$ cat src/runtime_settings_cfg.svh
// Offsets, field positions, reset values and divider counter width of the settings readback block.
// Assumes inclusion by the package and the design files; definitions only.
`ifndef RUNTIME_SETTINGS_CFG_SVH
`define RUNTIME_SETTINGS_CFG_SVH

// ==========================================================================
// Register byte offsets on the APB bus.
`define RSR_OFS_CHIP     8'h00
`define RSR_OFS_AREALEN  8'h04
`define RSR_OFS_ENABLE   8'h08
`define RSR_OFS_COMMAND  8'h0c
`define RSR_OFS_REPLY0   8'h10
`define RSR_OFS_REPLY1   8'h14
`define RSR_OFS_ISTAT    8'h18
`define RSR_OFS_IMASK    8'h1c

// ==========================================================================
// Reply codes.
`define RSR_CMD_GET      8'h61
`define RSR_STATUS_OK    8'h00

// ==========================================================================
// Field positions of the enable register.
`define RSR_EN_BUS       0
`define RSR_EN_SUSPEND   1
`define RSR_EN_CONFIG    2
`define RSR_EN_CLKOUT    3

// ==========================================================================
// Field positions of the interrupt status and mask registers.
`define RSR_IRQ_REPLY    0
`define RSR_IRQ_EDGE     1
`define RSR_IRQ_BADCMD   2
`define RSR_IRQ_W        3

// ==========================================================================
// Reset values and default area lengths.
`define RSR_RST_CHIP     32'h0000_0000
`define RSR_RST_ENABLE   4'h0
`define RSR_RST_MASK     3'h0
`define RSR_CHIP_LEN     8'h04
`define RSR_PIN_LEN      8'h04

// ==========================================================================
// Clock output divider counter width.
`define RSR_DIV_CNT_W    9

`endif

$ cat src/runtime_settings_pkg.sv
// Types shared by the settings readback block and its clock output divider.
// Assumes the constants header is available by its bare name.
`include "runtime_settings_cfg.svh"

package runtime_settings_pkg;

  // ========================================================================
  // Security mode codes.
  typedef enum logic [1:0] {
    SEC_UNSECURED = 2'b00,
    SEC_PASSWORD  = 2'b01,
    SEC_LOCKED    = 2'b10,
    SEC_RESERVED  = 2'b11
  } security_mode_t;

  // ========================================================================
  // Chip settings, reply bytes 4 to 7, byte 4 in the low bits.
  typedef struct packed {
    logic           intSpare;
    logic           intFallEn;
    logic           intRiseEn;
    logic [4:0]     adcBits;
    logic [1:0]     dacRefLevel;
    logic           dacRefInternal;
    logic [4:0]     dacPowerUp;
    logic [2:0]     clkSpare;
    logic [1:0]     clkDuty;
    logic [2:0]     clkDiv;
    logic           serialEn;
    logic           rxIdle;
    logic           txIdle;
    logic           busIdle;
    logic           suspIdle;
    logic           cfgIdle;
    security_mode_t security;
  } chip_settings_t;

  // ========================================================================
  // Whole reply, byte 0 in the low bits.
  typedef struct packed {
    chip_settings_t settings;
    logic [7:0]     pinLen;
    logic [7:0]     chipLen;
    logic [7:0]     status;
    logic [7:0]     echo;
  } reply_t;

  // ========================================================================
  // Command sequencer states.
  typedef enum logic [1:0] {
    ST_IDLE  = 2'b00,
    ST_BUILD = 2'b01
  } cmd_state_t;

endpackage : runtime_settings_pkg

$ cat src/clock_out_divider.sv
// Divides the block clock for the clock output pin with a selectable duty cycle.
// Assumes divide and duty selections come from registers in the same clock domain.
`timescale 1ns/1ps
`include "runtime_settings_cfg.svh"

module clock_out_divider
  import runtime_settings_pkg::*;
#(
  parameter int CNT_W = `RSR_DIV_CNT_W
) (
  input  wire logic       ref_clk,
  input  wire logic       rst_b,
  input  wire logic       enable,
  input  wire logic [2:0] divSel,
  input  wire logic [1:0] dutySel,
  output logic            clkOut
);

  // ========================================================================
  // Parameter check.
  if (CNT_W < 9) begin : g_bad_width
    $error("clock_out_divider needs CNT_W of at least 9");
  end

  logic [CNT_W-1:0] count_r;
  logic [CNT_W-1:0] period;
  logic [CNT_W-1:0] highTime;
  logic [CNT_W-1:0] quarter;
  logic [CNT_W-1:0] count_nxt;

  // ========================================================================
  // Period is 2 to 256 cycles; duty 00 half, 01 quarter, 10 three quarters.
  assign period    = CNT_W'(9'h002) << divSel;
  assign quarter   = (period >> 2) == '0 ? CNT_W'(9'h001) : (period >> 2);
  assign highTime  = (dutySel == 2'b01) ? quarter :
                     (dutySel == 2'b10) ? CNT_W'(period - quarter) : (period >> 1);
  assign count_nxt = (!enable || count_r >= CNT_W'(period - CNT_W'(9'h001))) ?
                     '0 : CNT_W'(count_r + CNT_W'(9'h001));

  always_ff @(posedge ref_clk or negedge rst_b) begin
    if (!rst_b) begin
      count_r <= '0;
      clkOut  <= 1'b0;
    end else begin
      count_r <= count_nxt;
      clkOut  <= enable && (count_nxt < highTime);
    end
  end

endmodule : clock_out_divider

$ cat src/runtime_settings_readback.sv
// Overview of operation
// - Reply byte 0 echoes command 0x61, byte 1 reports success 0x00.
// - Reply byte 2 gives the chip settings area length in bytes.
// - Reply byte 3 gives the pin settings area length in bytes.
// - Byte 4 bit 7 enables the serial-number descriptor at enumeration.
// - Receive indicator idles at byte 4 bit 6, inverts while receiving.
// - Transmit indicator idles at byte 4 bit 5, inverts while sending.
// - Enabled bus indicator idles at byte 4 bit 4, inverts on traffic.
// - Enabled suspend indicator idles at byte 4 bit 3, inverts in suspend.
// - Enabled configured indicator holds byte 4 bit 2, inverts once configured.
// - Byte 4 bits 1-0 give security: 10 locked, 01 password, 00 open.
// - Clock output pin carries the block clock divided per byte 5 bits 4-0.
// - Clock setting bits 4-3 pick duty cycle, bits 2-0 division ratio.
// - Byte 6 bits 7-6 pick reference level 4.096, 2.048, 1.024 or off.
// - Byte 6 bit 5 picks internal reference when set, supply when clear.
// - Byte 6 bits 4-0 hold the analog output power-up value.
// - Byte 7 bit 6 set makes falling input edges set the detection flag.
// - Byte 7 bit 5 set makes rising input edges set the detection flag.
//
// Settings readback block with APB register access, indicator pins and edge detection.
// Assumes a 250 MHz ref_clk, pins from outside the clock domain, and an APB master.
`timescale 1ns/1ps
`include "runtime_settings_cfg.svh"

module runtime_settings_readback
  import runtime_settings_pkg::*;
#(
  parameter logic [7:0] CHIP_AREA_LEN = `RSR_CHIP_LEN,
  parameter logic [7:0] PIN_AREA_LEN  = `RSR_PIN_LEN
) (
  input  wire logic        ref_clk,
  input  wire logic        rst_b,
  input  wire logic        psel,
  input  wire logic        penable,
  input  wire logic        pwrite,
  input  wire logic [7:0]  paddr,
  input  wire logic [31:0] pwdata,
  output logic             pready,
  output logic [31:0]      prdata,
  output logic             pslverr,
  input  wire logic        rxBusy,
  input  wire logic        txBusy,
  input  wire logic        busActive,
  input  wire logic        suspended,
  input  wire logic        usbConfigured,
  input  wire logic        intPin,
  output logic             rxActivityIndicator,
  output logic             txActivityIndicator,
  output logic             busActivityIndicator,
  output logic             suspendIndicator,
  output logic             configuredIndicator,
  output logic             serialNumberEnable,
  output security_mode_t   securityMode,
  output logic [1:0]       dacRefLevel,
  output logic             dacRefInternal,
  output logic [4:0]       dacPowerUpValue,
  output logic             clockOut,
  output logic             irq
);

  // ==========================================================================
  // Parameter check.
  if (CHIP_AREA_LEN == 8'h00) begin : g_bad_len
    $error("runtime_settings_readback needs a non-zero chip area length");
  end

  // ==========================================================================
  // Declarations.
  chip_settings_t           settings_r;
  logic [3:0]               enable_r;
  logic [`RSR_IRQ_W-1:0]    istat_r;
  logic [`RSR_IRQ_W-1:0]    istat_nxt;
  logic [`RSR_IRQ_W-1:0]    imask_r;
  logic [`RSR_IRQ_W-1:0]    events;
  reply_t                   reply_r;
  cmd_state_t               state_r;
  cmd_state_t               state_nxt;
  logic [5:0]               pinMeta_r;
  logic [5:0]               pinSync_r;
  logic                     intLast_r;
  logic                     setupPhase;
  logic                     accessDone;
  logic                     wrDone;
  logic                     hitChip;
  logic                     hitAreaLen;
  logic                     hitEnable;
  logic                     hitCommand;
  logic                     hitReply0;
  logic                     hitReply1;
  logic                     hitIstat;
  logic                     hitImask;
  logic                     hitAny;
  logic [31:0]              readMux;
  logic                     cmdWrite;
  logic                     cmdGood;
  logic                     rxSync;
  logic                     txSync;
  logic                     busSync;
  logic                     suspSync;
  logic                     cfgSync;
  logic                     intSync;
  logic                     riseEdge;
  logic                     fallEdge;
  logic                     edgeEvent;
  logic                     divClk;
  logic                     busShown;
  logic                     suspShown;
  logic                     cfgShown;

  // ==========================================================================
  // APB decode.
  assign setupPhase = psel && !penable;
  assign accessDone = psel && penable && pready;
  assign wrDone     = accessDone && pwrite;
  assign hitChip    = paddr == `RSR_OFS_CHIP;
  assign hitAreaLen = paddr == `RSR_OFS_AREALEN;
  assign hitEnable  = paddr == `RSR_OFS_ENABLE;
  assign hitCommand = paddr == `RSR_OFS_COMMAND;
  assign hitReply0  = paddr == `RSR_OFS_REPLY0;
  assign hitReply1  = paddr == `RSR_OFS_REPLY1;
  assign hitIstat   = paddr == `RSR_OFS_ISTAT;
  assign hitImask   = paddr == `RSR_OFS_IMASK;
  assign hitAny     = hitChip || hitAreaLen || hitEnable || hitCommand ||
                      hitReply0 || hitReply1 || hitIstat || hitImask;
  assign readMux    = hitChip    ? settings_r :
                      hitAreaLen ? {16'h0000, PIN_AREA_LEN, CHIP_AREA_LEN} :
                      hitEnable  ? {28'h0000000, enable_r} :
                      hitReply0  ? reply_r[31:0] :
                      hitReply1  ? reply_r[63:32] :
                      hitIstat   ? {29'h0000000, istat_r} :
                      hitImask   ? {29'h0000000, imask_r} : 32'h00000000;

  // ==========================================================================
  // APB answer: one setup cycle, then an access cycle with pready high.
  always_ff @(posedge ref_clk or negedge rst_b) begin
    if (!rst_b) begin
      pready  <= 1'b0;
      prdata  <= 32'h00000000;
      pslverr <= 1'b0;
    end else begin
      pready  <= setupPhase;
      prdata  <= (setupPhase && !pwrite) ? readMux : 32'h00000000;
      pslverr <= setupPhase && !hitAny;
    end
  end

  // ==========================================================================
  // Settings, enables and mask registers.
  always_ff @(posedge ref_clk or negedge rst_b) begin
    if (!rst_b) begin
      settings_r <= `RSR_RST_CHIP;
      enable_r   <= `RSR_RST_ENABLE;
      imask_r    <= `RSR_RST_MASK;
    end else begin
      if (wrDone && hitChip) begin
        settings_r <= pwdata;
      end
      if (wrDone && hitEnable) begin
        enable_r <= pwdata[3:0];
      end
      if (wrDone && hitImask) begin
        imask_r <= pwdata[`RSR_IRQ_W-1:0];
      end
    end
  end

  // ==========================================================================
  // Command sequencer.
  assign cmdWrite = wrDone && hitCommand;
  assign cmdGood  = cmdWrite && (pwdata[7:0] == `RSR_CMD_GET);

  always_comb begin
    state_nxt = state_r;
    case (state_r)
      ST_IDLE: begin
        if (cmdGood) begin
          state_nxt = ST_BUILD;
        end
      end
      ST_BUILD: begin
        state_nxt = ST_IDLE;
      end
      default: begin
        state_nxt = ST_IDLE;
      end
    endcase
  end

  always_ff @(posedge ref_clk or negedge rst_b) begin
    if (!rst_b) begin
      state_r <= ST_IDLE;
      reply_r <= '0;
    end else begin
      state_r <= state_nxt;
      if (state_r == ST_BUILD) begin
        reply_r.echo     <= `RSR_CMD_GET;
        reply_r.status   <= `RSR_STATUS_OK;
        reply_r.chipLen  <= CHIP_AREA_LEN;
        reply_r.pinLen   <= PIN_AREA_LEN;
        reply_r.settings <= settings_r;
      end
    end
  end

  // ==========================================================================
  // Pin synchronisers; the first rank feeds only the second.
  always_ff @(posedge ref_clk or negedge rst_b) begin
    if (!rst_b) begin
      pinMeta_r <= 6'h00;
      pinSync_r <= 6'h00;
      intLast_r <= 1'b0;
    end else begin
      pinMeta_r <= {intPin, usbConfigured, suspended, busActive, txBusy, rxBusy};
      pinSync_r <= pinMeta_r;
      intLast_r <= pinSync_r[5];
    end
  end

  assign rxSync   = pinSync_r[0];
  assign txSync   = pinSync_r[1];
  assign busSync  = pinSync_r[2];
  assign suspSync = pinSync_r[3];
  assign cfgSync  = pinSync_r[4];
  assign intSync  = pinSync_r[5];

  // ==========================================================================
  // Edge detection on the interrupt input.
  assign riseEdge  = settings_r.intRiseEn && intSync && !intLast_r;
  assign fallEdge  = settings_r.intFallEn && !intSync && intLast_r;
  assign edgeEvent = riseEdge || fallEdge;

  // ==========================================================================
  // Sticky status, write one to clear, a new event wins over the clear.
  assign events = {cmdWrite && !cmdGood, edgeEvent, state_r == ST_BUILD};
  assign istat_nxt = (istat_r & ~((wrDone && hitIstat) ? pwdata[`RSR_IRQ_W-1:0] :
                     {`RSR_IRQ_W{1'b0}})) | events;

  always_ff @(posedge ref_clk or negedge rst_b) begin
    if (!rst_b) begin
      istat_r <= {`RSR_IRQ_W{1'b0}};
      irq     <= 1'b0;
    end else begin
      istat_r <= istat_nxt;
      irq     <= |(istat_nxt & imask_r);
    end
  end

  // ==========================================================================
  // Indicator and setting outputs.
  assign busShown  = enable_r[`RSR_EN_BUS] && busSync;
  assign suspShown = enable_r[`RSR_EN_SUSPEND] && suspSync;
  assign cfgShown  = enable_r[`RSR_EN_CONFIG] && cfgSync;

  always_ff @(posedge ref_clk or negedge rst_b) begin
    if (!rst_b) begin
      rxActivityIndicator  <= 1'b0;
      txActivityIndicator  <= 1'b0;
      busActivityIndicator <= 1'b0;
      suspendIndicator     <= 1'b0;
      configuredIndicator  <= 1'b0;
      serialNumberEnable   <= 1'b0;
      securityMode         <= SEC_UNSECURED;
      dacRefLevel          <= 2'h0;
      dacRefInternal       <= 1'b0;
      dacPowerUpValue      <= 5'h00;
    end else begin
      rxActivityIndicator  <= settings_r.rxIdle ^ rxSync;
      txActivityIndicator  <= settings_r.txIdle ^ txSync;
      busActivityIndicator <= settings_r.busIdle ^ busShown;
      suspendIndicator     <= settings_r.suspIdle ^ suspShown;
      configuredIndicator  <= settings_r.cfgIdle ^ cfgShown;
      serialNumberEnable   <= settings_r.serialEn;
      securityMode         <= settings_r.security;
      dacRefLevel          <= settings_r.dacRefLevel;
      dacRefInternal       <= settings_r.dacRefInternal;
      dacPowerUpValue      <= settings_r.dacPowerUp;
    end
  end

  // ==========================================================================
  // Clock output divider.
  clock_out_divider #(
    .CNT_W   (`RSR_DIV_CNT_W)
  ) u_divider (
    .ref_clk (ref_clk),
    .rst_b   (rst_b),
    .enable  (enable_r[`RSR_EN_CLKOUT]),
    .divSel  (settings_r.clkDiv),
    .dutySel (settings_r.clkDuty),
    .clkOut  (divClk)
  );

  always_ff @(posedge ref_clk or negedge rst_b) begin
    if (!rst_b) begin
      clockOut <= 1'b0;
    end else begin
      clockOut <= divClk;
    end
  end
endmodule : runtime_settings_readback

$ cat config.mk
export PLATFORM = sky130hd
export DESIGN_NAME = runtime_settings_readback
export DESIGN_NICKNAME = d
export VERILOG_FILES = /design/src/runtime_settings_pkg.sv /design/src/clock_out_divider.sv /design/src/runtime_settings_readback.sv
export VERILOG_INCLUDE_DIRS = /design/src
export SDC_FILE = /design/constraint.sdc
export NUM_CORES = 1
export LEC_CHECK = 0
export BUFFER_PORTS_ARGS = -buffer_cell sky130_fd_sc_hd__buf_2
export CORE_ASPECT_RATIO = 1.4
export CORE_MARGIN = 2
export CORE_UTILIZATION = 47
export CTS_BUF_LIST = sky130_fd_sc_hd__clkbuf_16
export DETAILED_ROUTE_END_ITERATION = 10
export PLACE_DENSITY_LB_ADDON = 0.15
export SLEW_MARGIN = 20
export SYNTH_ARGS = -nofsm -noshare
export SYNTH_HDL_FRONTEND = slang
export SYNTH_HIERARCHICAL = 1
export SYNTH_SLANG_ARGS = --single-unit
$ cat constraint.sdc
create_clock -name ref_clk -period 4.45 [get_ports ref_clk]
set_input_delay 0.6675 -clock ref_clk [delete_from_list [all_inputs] [get_ports ref_clk]]
set_output_delay 0.6675 -clock ref_clk [all_outputs]
set_load 0.01 [all_outputs]
; ---- Word level (Yosys, flattened, before mapping)
; Index checks and enable logic that the tools add are counted.
[totals]
ff_bits = 153
mem_bits_ro = 0
output_inout_bits = 52
latchBits = 0
ram_bits = 0
elab_cells = 143
input_bits = 51
memories = 0
[classes]
n_div = 0
n_eq_ne = 12
reduce_logical = 41
bitwise_logic = 9
mux = 15
magnitude_cmp = 2
addsub = 3
n_shift = 1
mul = 0
[ops]
columns = operator, n
row1 = 2-to-1 mux 32 bit, 6
row2 = equality test 8 x 5 -> 1 bit (second input constant), 4
row3 = 2-to-1 mux 9 bit, 3
row4 = logical AND 1 bit, 21
row5 = equality test 8 x 4 -> 1 bit (second input constant), 2
row6 = adder 9 x 1 -> 9 bit (second input constant), 1
row7 = greater-or-equal comparator 9 bit, 1
row8 = zero test 9 bit, 1
row9 = logical OR 1 bit, 9
row10 = < comparator 9 bit, 1
row11 = 2-to-1 mux 3 bit, 3
row12 = left shift 2 x 3 -> 9 bit (first input constant), 1
row13 = subtractor 9 x 1 -> 9 bit (second input constant), 1
row14 = subtractor 9 bit, 1
row15 = equality test 8 x 3 -> 1 bit (second input constant), 1
row16 = equality test 8 x 7 -> 1 bit (second input constant), 1
row17 = zero test 8 bit, 1
row18 = zero test 1 bit, 7
row19 = 2-to-1 mux 7 bit, 1
row20 = AND 3 bit, 2
row21 = bitwise XOR 1 bit, 5
row22 = equality test 2 x 1 -> 1 bit (second input constant), 2
row23 = 2-to-1 mux 2 bit, 2
row24 = NOT 3 bit, 1
row25 = other kinds (5), 5

; ---- Depth between registers and ports, before layout
[depth]
depth_word = 10
ltp_mapped = 19
ltp_nobuf = 17

; ---- By module
; The synthesis kept the hierarchy.
[modules_own_cells]
columns = module, cells_each, area_each_um2, seq_area_each_um2, instances
row1 = runtime_settings_readback, 377, 5283.8, 3528.4, 1
row2 = clock_out_divider, 171, 1327.5, 250.2, 1

; ---- Worst setup path after synthesis
; No wires, ideal clock.
[synth_path]
path_type = reg-to-reg
startpoint = reg settings_r[10] (netlist name)
endpoint = reg u_divider.clkOut
t_arrival_ns = 3.524
required_time_ns = 4.330
synth_period_minus_slack_ns = 3.645
setup_slack_ns = 0.805
setup_time_ns = 0.120
path_stages_with_launch = 18
path_buffers = 2
path_cell_list = dfrtp_1 buf_6 or3b_2 ha_1 nor3_1 a21oi_1 nor2_1 a31oi_1 ha_1 nor3_1 o211ai_1 a221o_1 buf_6 nor2_1 ha_1 nand4_1 or3_1 o211a_1
[synth_between]
elab_cells_between_ends = 12
cone_classes = add/sub: 2 / order compare: 2 / shift: 1 / mux: 4 / reduce/logical: 3
[synth_lines]
columns = item, line
row1 = start: declaration, runtime_settings_readback.sv:69  ; chip_settings_t settings_r;
row2 = start signal: assignment, runtime_settings_readback.sv:151  ; settings_r <= `RSR_RST_CHIP;
row3 = start signal: assignment, runtime_settings_readback.sv:156  ; settings_r <= pwdata;
row4 = left shift 2 x 3 -> 9 bit, clock_out_divider.sv:33  ; assign period = CNT_W'(9'h002) << divSel;
row5 = subtractor 9 x 1 -> 9 bit, clock_out_divider.sv:37  ; assign count_nxt = (!enable || count_r >= CNT_W'(period - CNT_W'(9'h001))) ?
row6 = greater-or-equal comparator 9 bit, clock_out_divider.sv:37
row7 = logical OR 1 bit, clock_out_divider.sv:37
row8 = 2-to-1 mux 9 bit, clock_out_divider.sv:37
row9 = via u_divider.count_nxt[7], clock_out_divider.sv:29  ; logic [CNT_W-1:0] count_nxt;
row10 = < comparator 9 bit, clock_out_divider.sv:46  ; clkOut <= enable && (count_nxt < highTime);
row11 = logical AND 1 bit, clock_out_divider.sv:46
row12 = end signal: assignment, clock_out_divider.sv:46
row13 = end: declaration, clock_out_divider.sv:16  ; output logic clkOut
; The timed path passes the listed nets, and every way through them passes these cells.
; A chain may end at the register's enable or synchronous reset.

; ---- Worst setup path in the final report
; Same ends and word-level chain as after synthesis.

==> results.cfg <==
[die]
start_util = 0.477
placementRows = 51
die_area_sq_mm = 0.0150
coreArea_sq_mm = 0.0138
io_pins = 103
die_y_microns = 144
fp.dieW_microns = 104

[clocking]
clock_sinks = 151
cts_buffer_depth = 2
htreeDepth = 4
cts-root-buf = clkbuf_16
path_clk_slew_ps = 60
clk_latency_ps = 430
ctsResizeCount = 0
cts_buffers = 17
cts_setup_buffers = 0
cts_tree = built
holdBufCountCts = 0

[critical_path]
cp.required_ps = 4810
worstPathCellList = or3b_2, ha_1, nor3_1, a21oi_1, nor2_1, a31oi_1, ha_1, nor3_1, o211ai_1, a221o_1, nor2_1, ha_1, a21oi_1, nand2_1, a221oi_2, o211a_1
r2r.worst_path.cells = 16
path_common_cell = ha_1
r2r_start = settings_r[10]
cp-end-kind = register
r2r_end = u_divider/clkOut
start_kind = register
cp.arrival_ps = 4270
path_class = reg2reg
cp_max_fo = 10
cpMaxStageDelayCell = or3b_2
regToRegSetupSlack_ps = 540
worst_path_largest_cell_delay_ps = 490

[detailed_routing]
wl_microns = 15400
post-route-drc-count = 0
routedWlPerCell_microns = 18.1
firstDrtPassIters = 4
antenna_left = 0
drt_iter0_markers = 203
vias = 4625
via_per_inst = 5.44

[pwr]
pwr-share-clk = 0.492
ir_drop_mv = 0.265
finalPower_mw = 2.92
switching_share = 0.228
p_switching_mw = 0.665
p_leak_nw = 3.94
p_seq_frac = 0.475
p_comb_frac = 0.033
p_per_area_mw_per_mm2 = 370
intPower_mw = 2.25

[timing]
timing.final.crit_share = 0.879
fin_tns_setup_ps = 0
worst_slew_pin_slew_ps = 947
slew_headroom = 0.367
skew_ps = 14.9
max_freq_ghz = 0.256
rsz0062_at_grt = no
final_hold_viol_count = 0
min_period_ps = 3910
fin_ws_ps = 538
setup_viol = 0
slew_viol_final = 0

[global_routing]
grt_pass1_wl_microns = 25400
track_usage = 0.219
grt_pass1_vias = 4913
antenna_found_initial = 0
grt_overflow = 0
grt_max_degree = 99

[final_layout]
syn2layout_area_growth_pct = 19.5
drive_gt1_frac = 0.293
utilization = 0.570
n_fill_cell = 1224
final_nets = 723
insertedDiodeCount = 0

[placement]
io_buffers = 102
preCtsSetupSlack_ps = 599
place_hpwl_microns = 10300
gp_congestion = 0.869

[yosys]
synth_edf_count = 0
synth_area_sq_mm = 0.00661
ys_seq_elements = 151
yosysWarnings = 6
ys_async_sr_fraction = 1.00
synthDominantCellAreaShare = 0.572
synthTopCellsByCount = 151 x dfrtp_1, 48 x nor2_1, 42 x mux2_2
yosysMostFrequentCell = dfrtp_1
ys_seq_area_frac = 0.572
yosysTopAreaCell = dfrtp_1
syn_inst = 548
synth_cell_type_count = 61
syn-num-nets = 619
synthFlopType = dfrtp_1
synth.area.top_cells = dfrtp_1 57%, mux2_2 7.2%, mux2_1 5.1%
synth.avg_cell_area_sq_um = 12.1

[worst_hold_path]
hp-class = in2async

[run]
cap_violations = 0

[run_status]
status = finished, final reports clean
-- cell usage in the layout (no fill, tap or decap), types with 4 or more instances in the layout --
cell       synthesis  final
a21oi_1           24     24
a22oi_1           24     24
a31oi_1            5      5
buf_2              8    101
buf_4              0     10
clkbuf_16          0     17
dfrtp_1          151    151
ha_1              20     20
inv_1             14     14
inv_6              0      4
mux2_1            30     30
mux2_2            42     42
mux2i_1            5      5
nand2_1           35     35
nand2b_1           9      9
nand3_1           12     12
nand4_1            9      9
nor2_1            48     48
nor3_1             5      5
o21ai_0           16     16
o22ai_1            5      5
xnor2_1            6      6
xor2_1             8      8
-- kinds of logic after synthesis --
kind of cell / Yosys count / share of synthesized area
adders and majority gates: 20 / 0.0379
DFF: 151 / 0.572
muxes: 77 / 0.130
other: 1 / 0.000567
and+or+nand+nor: 145 / 0.113
buffers and inverters: 42 / 0.0288
xor gates and xnor gates: 14 / 0.0185
AOI/OAI and AO/OA: 98 / 0.0999
-- area by class of cell --
class	instances	area, sq um	area share
clock buffers	17	425	0.0539
inverters	15	56.3	0.00713
flip-flops and latches	151	3780	0.478
multi-input cells	355	2650	0.335
well taps	185	231	0.0293
clock inverters	15	166	0.0211
repair buffers	112	592	0.0749
-- worst max-delay path by stage --
| stage | start | endpoint | slack (ps) | cells after the start |
|---|---|---|---|---|
| after floorplan | settings_r[10] | u_divider/clkOut | 810 | 17 |
| after global routing | settings_r[10] | u_divider/clkOut | 160 | 16 |
| final | settings_r[10] | u_divider/clkOut | 540 | 16 |
| after detailed placement | settings_r[10] | u_divider/clkOut | 600 | 15 |
| after CTS | settings_r[10] | u_divider/clkOut | 600 | 16 |
| after global placement | settings_r[10] | u_divider/clkOut | 790 | 15 |
-- sequential cells by signal (all words and copies together), names as in the netlist, 2 cells and up --
signal	flops
istat_r	3
pinMeta_r	6
securityMode	2
dacRefLevel	2
dacPowerUpValue	5
pinSync_r	6
enable_r	4
prdata	32
imask_r	3
reply_r	33
u_divider/count_r	9
settings_r	32
-- critical path: cells and delay by family, from the launching register on --
family,cells,cell delay [ps]
flops,1,430
simple gates,6,1300
fa+ha+maj,3,790
compound gates,7,1330
-- power by group through the flow --
stage	Clock, mW	Combinational, mW	Sequential, mW
global route	1.52	0.109	1.39
floorplan	0	0.0267	1.41
CTS	1.47	0.0992	1.39
finish	1.43	0.0964	1.39
detailed placement	0	0.0985	1.41
global placement	0	0.0970	1.41
-- stage by stage --
stage / instances / area [sq um] / hold slack [ps]
5_1_grt: 850 / 7900 / 327
3_3_place_gp: 818 / 7310 / 333
6_report: 850 / 7900 / 335
4_1_cts: 850 / 7900 / 327
2_1_floorplan: 548 / 6610 / 331
3_5_place_dp: 818 / 7310 / 335
-- metal layers --
layer / track usage / vias up / wire length [microns]
met1: 0.269 / 2342 / 6460
met2: 0.373 / 97 / 8070
met4: 0.0789 / 0 / 213
met5: 0 / - / 0
met3: 0.0608 / 16 / 618
li1: - / 2170 / -
Note: power is estimated with default switching activity, not from simulation.
